**src/hw/cps_defs.svh**
```systemverilog
`ifndef CPS_DEFS_SVH
`define CPS_DEFS_SVH
// How it works
// in-range cell and sense: both switches on
// sustained overcharge turns charge switch off
// overcharge releases below release level
// overcharge releases below detect with load
// overcharge holds above detect despite load
// sustained overdischarge turns discharge switch off
// overdischarge delay defaults to 10 ms
// overdischarge ends at once above release
// sustained first overcurrent turns discharge off
// overcurrent clears when load is removed
// two overcurrent levels, each own delay
// sustained charge overcurrent turns charge off
// charge overcurrent clears when sense recovers
// overdischarge stays awake, releases on level only
// first overcurrent delay 20.0 ms typical
// second overcurrent delay 1.0 ms typical
// delay counters restart when fault drops
// charge and discharge faults act independently

// ----------------------------------------
// timing
// ----------------------------------------
`define CPS_CLK_PERIOD_NS 4
`define CPS_OVERCHARGE_DELAY_MS 200
`define CPS_OVERDISCHARGE_DELAY_MS 10
`define CPS_FIRST_OC_DELAY_US 20000
`define CPS_SECOND_OC_DELAY_US 1000
`define CPS_CHARGE_OC_DELAY_MS 32
`define CPS_MS_CYCLES(ms) ((ms) * 1000000 / `CPS_CLK_PERIOD_NS)
`define CPS_US_CYCLES(us) ((us) * 1000 / `CPS_CLK_PERIOD_NS)
`define CPS_CNT_W 32
`define CPS_SYNC_W 3
`define CPS_CMP_W 9
`define CPS_CNT_ZERO 32'h0000_0000
`define CPS_CNT_ONE 32'h0000_0001
`endif

```
**src/hw/cps_pkg.sv**
```systemverilog
package cps_pkg;
   // comparator outputs, each high when the condition named holds
   typedef struct packed {
      logic above_overcharge_detect;
      logic below_overcharge_release;
      logic below_overdischarge_detect;
      logic above_overdischarge_release;
      logic above_low_overcurrent;
      logic above_high_overcurrent;
      logic below_charge_overcurrent;
      logic load_present;
      logic load_removed;
   } cps_cmp_t;

   typedef enum logic [1:0] {
      CPS_CHG_NORMAL,
      CPS_CHG_OVERCHARGE,
      CPS_CHG_OVERCURRENT
   } cps_chg_state_t;

   typedef enum logic [1:0] {
      CPS_DSG_NORMAL,
      CPS_DSG_OVERDISCHARGE,
      CPS_DSG_OVERCURRENT
   } cps_dsg_state_t;

   typedef struct packed {
      logic [8:0] sync1;
      logic [8:0] sync2;
      logic [8:0] sync3;
      cps_cmp_t cmp;
      cps_chg_state_t chg;
      cps_dsg_state_t dsg;
      logic [31:0] cnt_oc;
      logic [31:0] cnt_od;
      logic [31:0] cnt_oi1;
      logic [31:0] cnt_oi2;
      logic [31:0] cnt_coc;
      logic charge_on;
      logic discharge_on;
   } cps_state_t;
endpackage

```
**src/hw/cps_core.sv**
```systemverilog
`timescale 1ns/1ps
`include "cps_defs.svh"
module cps_core #(
   parameter int unsigned OVERCHARGE_CYCLES =
      `CPS_MS_CYCLES(`CPS_OVERCHARGE_DELAY_MS),
   parameter int unsigned OVERDISCHARGE_CYCLES =
      `CPS_MS_CYCLES(`CPS_OVERDISCHARGE_DELAY_MS),
   parameter int unsigned FIRST_OC_CYCLES =
      `CPS_US_CYCLES(`CPS_FIRST_OC_DELAY_US),
   parameter int unsigned SECOND_OC_CYCLES =
      `CPS_US_CYCLES(`CPS_SECOND_OC_DELAY_US),
   parameter int unsigned CHARGE_OC_CYCLES =
      `CPS_MS_CYCLES(`CPS_CHARGE_OC_DELAY_MS)
) (
   input wire logic clk_i,
   input wire logic rst_i,
   input wire cps_pkg::cps_cmp_t cmp_i,
   output logic charge_switch_on_o,
   output logic discharge_switch_on_o
);
   cps_pkg::cps_state_t r;
   cps_pkg::cps_state_t next_r;

   // ----------------------------------------
   // qualification counters
   // ----------------------------------------
   function automatic logic [31:0] qual(input logic cond,
                                        input logic [31:0] cnt,
                                        input logic [31:0] lim);
      // saturates at the limit; any gap restarts it
      if (!cond) begin
         qual = `CPS_CNT_ZERO;
      end else if (cnt >= lim) begin
         qual = cnt;
      end else begin
         qual = cnt + `CPS_CNT_ONE;
      end
   endfunction

   logic oc_done, od_done, oi1_done, oi2_done, coc_done;
   always_comb begin
      oc_done = r.cnt_oc >= OVERCHARGE_CYCLES;
      od_done = r.cnt_od >= OVERDISCHARGE_CYCLES;
      oi1_done = r.cnt_oi1 >= FIRST_OC_CYCLES;
      oi2_done = r.cnt_oi2 >= SECOND_OC_CYCLES;
      coc_done = r.cnt_coc >= CHARGE_OC_CYCLES;
   end

   // ----------------------------------------
   // next state
   // ----------------------------------------
   always_comb begin
      next_r = r;
      // three stages; a change counts once stage two and three agree
      next_r.sync1 = cmp_i;
      next_r.sync2 = r.sync1;
      next_r.sync3 = r.sync2;
      if (r.sync2 == r.sync3) begin
         next_r.cmp = r.sync3;
      end
      next_r.cnt_oc = qual(r.chg == cps_pkg::CPS_CHG_NORMAL &&
         r.cmp.above_overcharge_detect, r.cnt_oc,
         OVERCHARGE_CYCLES);
      next_r.cnt_coc = qual(r.chg == cps_pkg::CPS_CHG_NORMAL &&
         r.cmp.below_charge_overcurrent, r.cnt_coc,
         CHARGE_OC_CYCLES);
      next_r.cnt_od = qual(r.dsg == cps_pkg::CPS_DSG_NORMAL &&
         r.cmp.below_overdischarge_detect, r.cnt_od,
         OVERDISCHARGE_CYCLES);
      next_r.cnt_oi1 = qual(r.dsg == cps_pkg::CPS_DSG_NORMAL &&
         r.cmp.above_low_overcurrent, r.cnt_oi1,
         FIRST_OC_CYCLES);
      next_r.cnt_oi2 = qual(r.dsg == cps_pkg::CPS_DSG_NORMAL &&
         r.cmp.above_high_overcurrent, r.cnt_oi2,
         SECOND_OC_CYCLES);

      // charge side only drives the charge switch
      unique case (r.chg)
         cps_pkg::CPS_CHG_NORMAL: begin
            if (oc_done) begin
               next_r.chg = cps_pkg::CPS_CHG_OVERCHARGE;
            end else if (coc_done) begin
               next_r.chg = cps_pkg::CPS_CHG_OVERCURRENT;
            end
         end
         cps_pkg::CPS_CHG_OVERCHARGE: begin
            // held while above detect even with a load
            if (r.cmp.below_overcharge_release) begin
               next_r.chg = cps_pkg::CPS_CHG_NORMAL;
            end else if (!r.cmp.above_overcharge_detect &&
                         r.cmp.load_present) begin
               next_r.chg = cps_pkg::CPS_CHG_NORMAL;
            end
         end
         cps_pkg::CPS_CHG_OVERCURRENT: begin
            if (!r.cmp.below_charge_overcurrent) begin
               next_r.chg = cps_pkg::CPS_CHG_NORMAL;
            end
         end
         default: next_r.chg = cps_pkg::CPS_CHG_NORMAL;
      endcase

      unique case (r.dsg)
         cps_pkg::CPS_DSG_NORMAL: begin
            if (od_done) begin
               next_r.dsg = cps_pkg::CPS_DSG_OVERDISCHARGE;
            end else if (oi1_done || oi2_done) begin
               next_r.dsg = cps_pkg::CPS_DSG_OVERCURRENT;
            end
         end
         cps_pkg::CPS_DSG_OVERDISCHARGE: begin
            // no power-down: level is the only way out
            if (r.cmp.above_overdischarge_release) begin
               next_r.dsg = cps_pkg::CPS_DSG_NORMAL;
            end
         end
         cps_pkg::CPS_DSG_OVERCURRENT: begin
            if (r.cmp.load_removed) begin
               next_r.dsg = cps_pkg::CPS_DSG_NORMAL;
            end
         end
         default: next_r.dsg = cps_pkg::CPS_DSG_NORMAL;
      endcase

      // both on whenever neither side is latched
      next_r.charge_on = next_r.chg == cps_pkg::CPS_CHG_NORMAL;
      next_r.discharge_on =
         next_r.dsg == cps_pkg::CPS_DSG_NORMAL;
   end

   always_ff @(posedge clk_i) begin
      if (rst_i) begin
         r <= '0;
         r.charge_on <= 1'b1;
         r.discharge_on <= 1'b1;
      end else begin
         r <= next_r;
      end
   end

   assign charge_switch_on_o = r.charge_on;
   assign discharge_switch_on_o = r.discharge_on;
endmodule

```
**config.mk**
```make
export PLATFORM = sky130hd
export DESIGN_NAME = cps_core
export DESIGN_NICKNAME = d
export VERILOG_FILES = /design/src/hw/cps_pkg.sv /design/src/hw/cps_core.sv
export VERILOG_INCLUDE_DIRS = /design/src /design/src/hw
export SDC_FILE = /design/constraint.sdc
export NUM_CORES = 1
export LEC_CHECK = 0
export BUFFER_PORTS_ARGS = -buffer_cell sky130_fd_sc_hd__buf_4
export CORE_ASPECT_RATIO = 1.2
export CORE_MARGIN = 4
export CORE_UTILIZATION = 45
export CTS_CLUSTER_SIZE = 24
export DETAILED_ROUTE_END_ITERATION = 8
export GPL_ROUTABILITY_DRIVEN = 0
export PLACE_DENSITY = 0.61
export SLEW_MARGIN = 0
export SYNTH_ARGS = -nofsm -noshare
export SYNTH_HDL_FRONTEND = slang
export SYNTH_SLANG_ARGS = --single-unit
```
**constraint.sdc**
```tcl
create_clock -name clk_i -period 2.6 [get_ports clk_i]
set_input_delay 0.13 -clock clk_i [delete_from_list [all_inputs] [get_ports clk_i]]
set_output_delay 0.13 -clock clk_i [all_outputs]
set_load 0.02 [all_outputs]
```
==> flow_metrics.env <==
export IMPL_start_kind="flip-flop"
export IMPL_tns_ns=0
export IMPL_die_x_um=132
export IMPL_crit_required_ns=2.97
export IMPL_drive_gt1_share_pct=8.99
export IMPL_final_common_cell="dfxtp_1"
export IMPL_hold_buffers=9
export IMPL_async_reset_ff_share_pct=0
export IMPL_endpoint_kind="flip-flop"
export IMPL_report_final_hold_viol_count=0
export IMPL_cts_sinks=202
export IMPL_cp_arrival_ns=2.52
export IMPL_max_vdd_ir_drop_v=0.000582
export IMPL_seq_power_share_pct=50.1
export IMPL_grt_max_degree=45
export IMPL_swShare_pct=20.2
export IMPL_crit_fanout=15
export IMPL_viasPerCell=5.10
export IMPL_reg2reg_from="r[18]$_SDFFE_PP0N_"
export IMPL_io_pins=13
export IMPL_netlist_instances=912
export IMPL_synth_top_area_cell="dfxtp_1"
export IMPL_worstMarginPinSlew_ns=0.752
export IMPL_crit_chain="or4b_1, a211oi_2, or3_1, nor3_1, xnor2_1, nor2_1"
export IMPL_cts_tree="yes"
export IMPL_grt_pass1_vias=5691
export IMPL_clkPwrFrac_pct=48.4
export IMPL_slowest_delay_ns=0.55
export IMPL_h_tree_depth=1
export IMPL_syn_area_per_cell_um2=9.16
export IMPL_synth_enable_flop_cells=0
export IMPL_ant_nets=0
export IMPL_switchingPower_mw=1.26
export IMPL_portBuffers=12
export IMPL_synth_top_area_share_pct=48.4
export IMPL_cts_root_buf="clkbuf_16"
export IMPL_initial_utilization_pct=45.8
export IMPL_drc=0
export IMPL_post_cts_buffers=0
export IMPL_ys_types=65
export IMPL_ys_flop_type="dfxtp_1"
export IMPL_rows=54
export IMPL_path_clk_slew_ns=0.06
export IMPL_clk_latency_ns=0.49
export IMPL_power_density_mw_per_mm2=660
export IMPL_post_drt_wl_per_cell_um=12.3
export IMPL_layout_nets=952
export IMPL_die_y_um=157
export IMPL_drv_cap=0
export IMPL_most_common_layout_cells="dfxtp_1 (202), nor2_1 (148), and3_1 (64)"
export IMPL_maxSlewViolCount=0
export IMPL_comb_power_share_pct=1.5
export IMPL_slowest_stage="or4b_1"
export IMPL_min_from="rst_i"
export IMPL_diodes=0
export IMPL_leakagePower_nw=3.39
export IMPL_hp_class="in -> reg"
export IMPL_grt_overflow_total=0
export IMPL_setup_viol=0
export IMPL_ys_ff_latch=202
export IMPL_final_min_clock_period_ns=2.15
export IMPL_cts_buffers=21
export IMPL_first_pass_iters=4
export IMPL_fp_dieArea_mm2=0.0208
export IMPL_routed_via_count=5959
export IMPL_ys_top_cells_by_area="dfxtp_1 (48%), nor2_1 (6.6%), xnor2_1 (6.0%)"
export IMPL_place_detailed_hpwl_um=9220
export IMPL_grt_usage_pct=14.2
export IMPL_clock_path_buffers=3
export IMPL_worstSetupPathType="reg -> reg"
export IMPL_grt_pass1_wl_um=25900
export IMPL_syn_nets=933
export IMPL_setup_ws_ns=0.453
export IMPL_finalCritPeriodShare_pct=82.6
export IMPL_status="complete, no violations"
export IMPL_rsz0062_at_grt="no"
export IMPL_antenna_found_initial=0
export IMPL_wirelength_um=14400
export IMPL_cts_resized=0
export IMPL_crit_start="r[18]$_SDFFE_PP0N_"
export IMPL_dp_worst_setup_slack_ns=0.447
export IMPL_area_growth_pct=13.1
export IMPL_syn_area_mm2=0.00836
export IMPL_coreArea_mm2=0.0182
export IMPL_relSlewSlack_pct=49.7
export IMPL_yosys_warnings=0
export IMPL_drtIter0Drc=329
export IMPL_internal_power_mw=4.98
export IMPL_ys_seq_area_share_pct=48.4
export IMPL_fmax_mhz=466
export IMPL_fin_skew_ns=0.00841
through the flow:
| stage | power, mW | hold slack [ns] | area (um^2) | utilization (%) | cells |
|---|---|---|---|---|---|
| 6_report | 6.24 | 0.0695 | 9450 | 51.8 | 1169 |
| 5_1_grt | 6.48 | 0.0797 | 9450 | 51.8 | 1169 |
| 4_1_cts | 6.34 | 0.0559 | 9450 | 51.8 | 1169 |
| 3_5_place_dp | 3.28 | 0.345 | 8660 | 47.4 | 1123 |
| 3_3_place_gp | 3.28 | 0.347 | 8660 | 47.4 | 1123 |
| 2_1_floorplan | 3.25 | 0.258 | 8360 | - | 912 |
worst max-delay path, delay by kind of cell, from the launching register on:
| kind | cells | cell delay [ns] |
|---|---|---|
| DFF | 1 | 0.36 |
| xor gates and xnor gates | 1 | 0.16 |
| and+or+nand+nor | 4 | 1.24 |
| AOI/OAI and AO/OA | 1 | 0.27 |
sequential cells by signal, indices dropped and copies added, names as in the netlist:
register               flops
charge_switch_on_o         1
discharge_switch_on_o      1
next_r                    18
r                        182
cell families after synthesis:
logic type      count (synthesis)  synth area share (%)
compound gates                 63                  5.79
flops                         202                  48.4
buf+inv                        66                  3.29
simple gates                  461                  29.3
mux                            11                  1.32
fa+ha+maj                      10                  1.50
xor+xnor                       99                  10.4
worst paths after layout:
kind,endpoint,slack [ns],cells after the start
setup / recovery,r[7]$_SDFFE_PP0N_,0.45,6
hold / removal,r[167]$_SDFFE_PP0N_,0.07,2
setup reg to reg,r[7]$_SDFFE_PP0N_,0.45,6
hold reg to reg,next_r[176]$_SDFF_PP0_,0.43,1
power groups by stage:
stage | sequential [mW] | combinational, mW | clock, mW
4_1_cts | 3.12 | 0.0934 | 3.12
2_1_floorplan | 3.19 | 0.0615 | 0
3_5_place_dp | 3.19 | 0.0829 | 0
5_1_grt | 3.12 | 0.104 | 3.26
6_report | 3.12 | 0.0922 | 3.02
3_3_place_gp | 3.19 | 0.0829 | 0
synth_stat cells (3+ instances only):
cell type and instances:
or3_1 7, nor2_1 148, and4_1 5, and3_1 64, clkbuf_1 29, inv_1 29, a21o_1 3, xnor2_1 57
nor4b_2 5, ha_1 10, nand2_1 46, nor4_1 19, nor2b_1 30, nand3_1 49, a21oi_1 16, nand4_1 30
o21ai_0 8, dfxtp_1 202, o211ai_1 4, nor3_1 32, o31ai_1 3, nor3_2 3, mux2i_1 11, buf_2 4
and2_1 4, xor2_1 42
area by class of cell:
class,count,area [um^2]
repair buffers,33,270
fillers,1701,8790
multi-input cells,644,4040
clock buffers,24,547
clock inverters,13,156
inverters,29,109
well taps,224,280
flip-flops and latches,202,4040
per-layer routing:
layer	GRT usage [%]	vias up	routed length [um]
li1	-	3166	-
met1	18.7	2708	7120
met2	23.8	62	6520
met3	2.46	23	472
met4	4.60	0	313
met5	0	-	0
No activity file was read; power rests on OpenSTA's default activity.
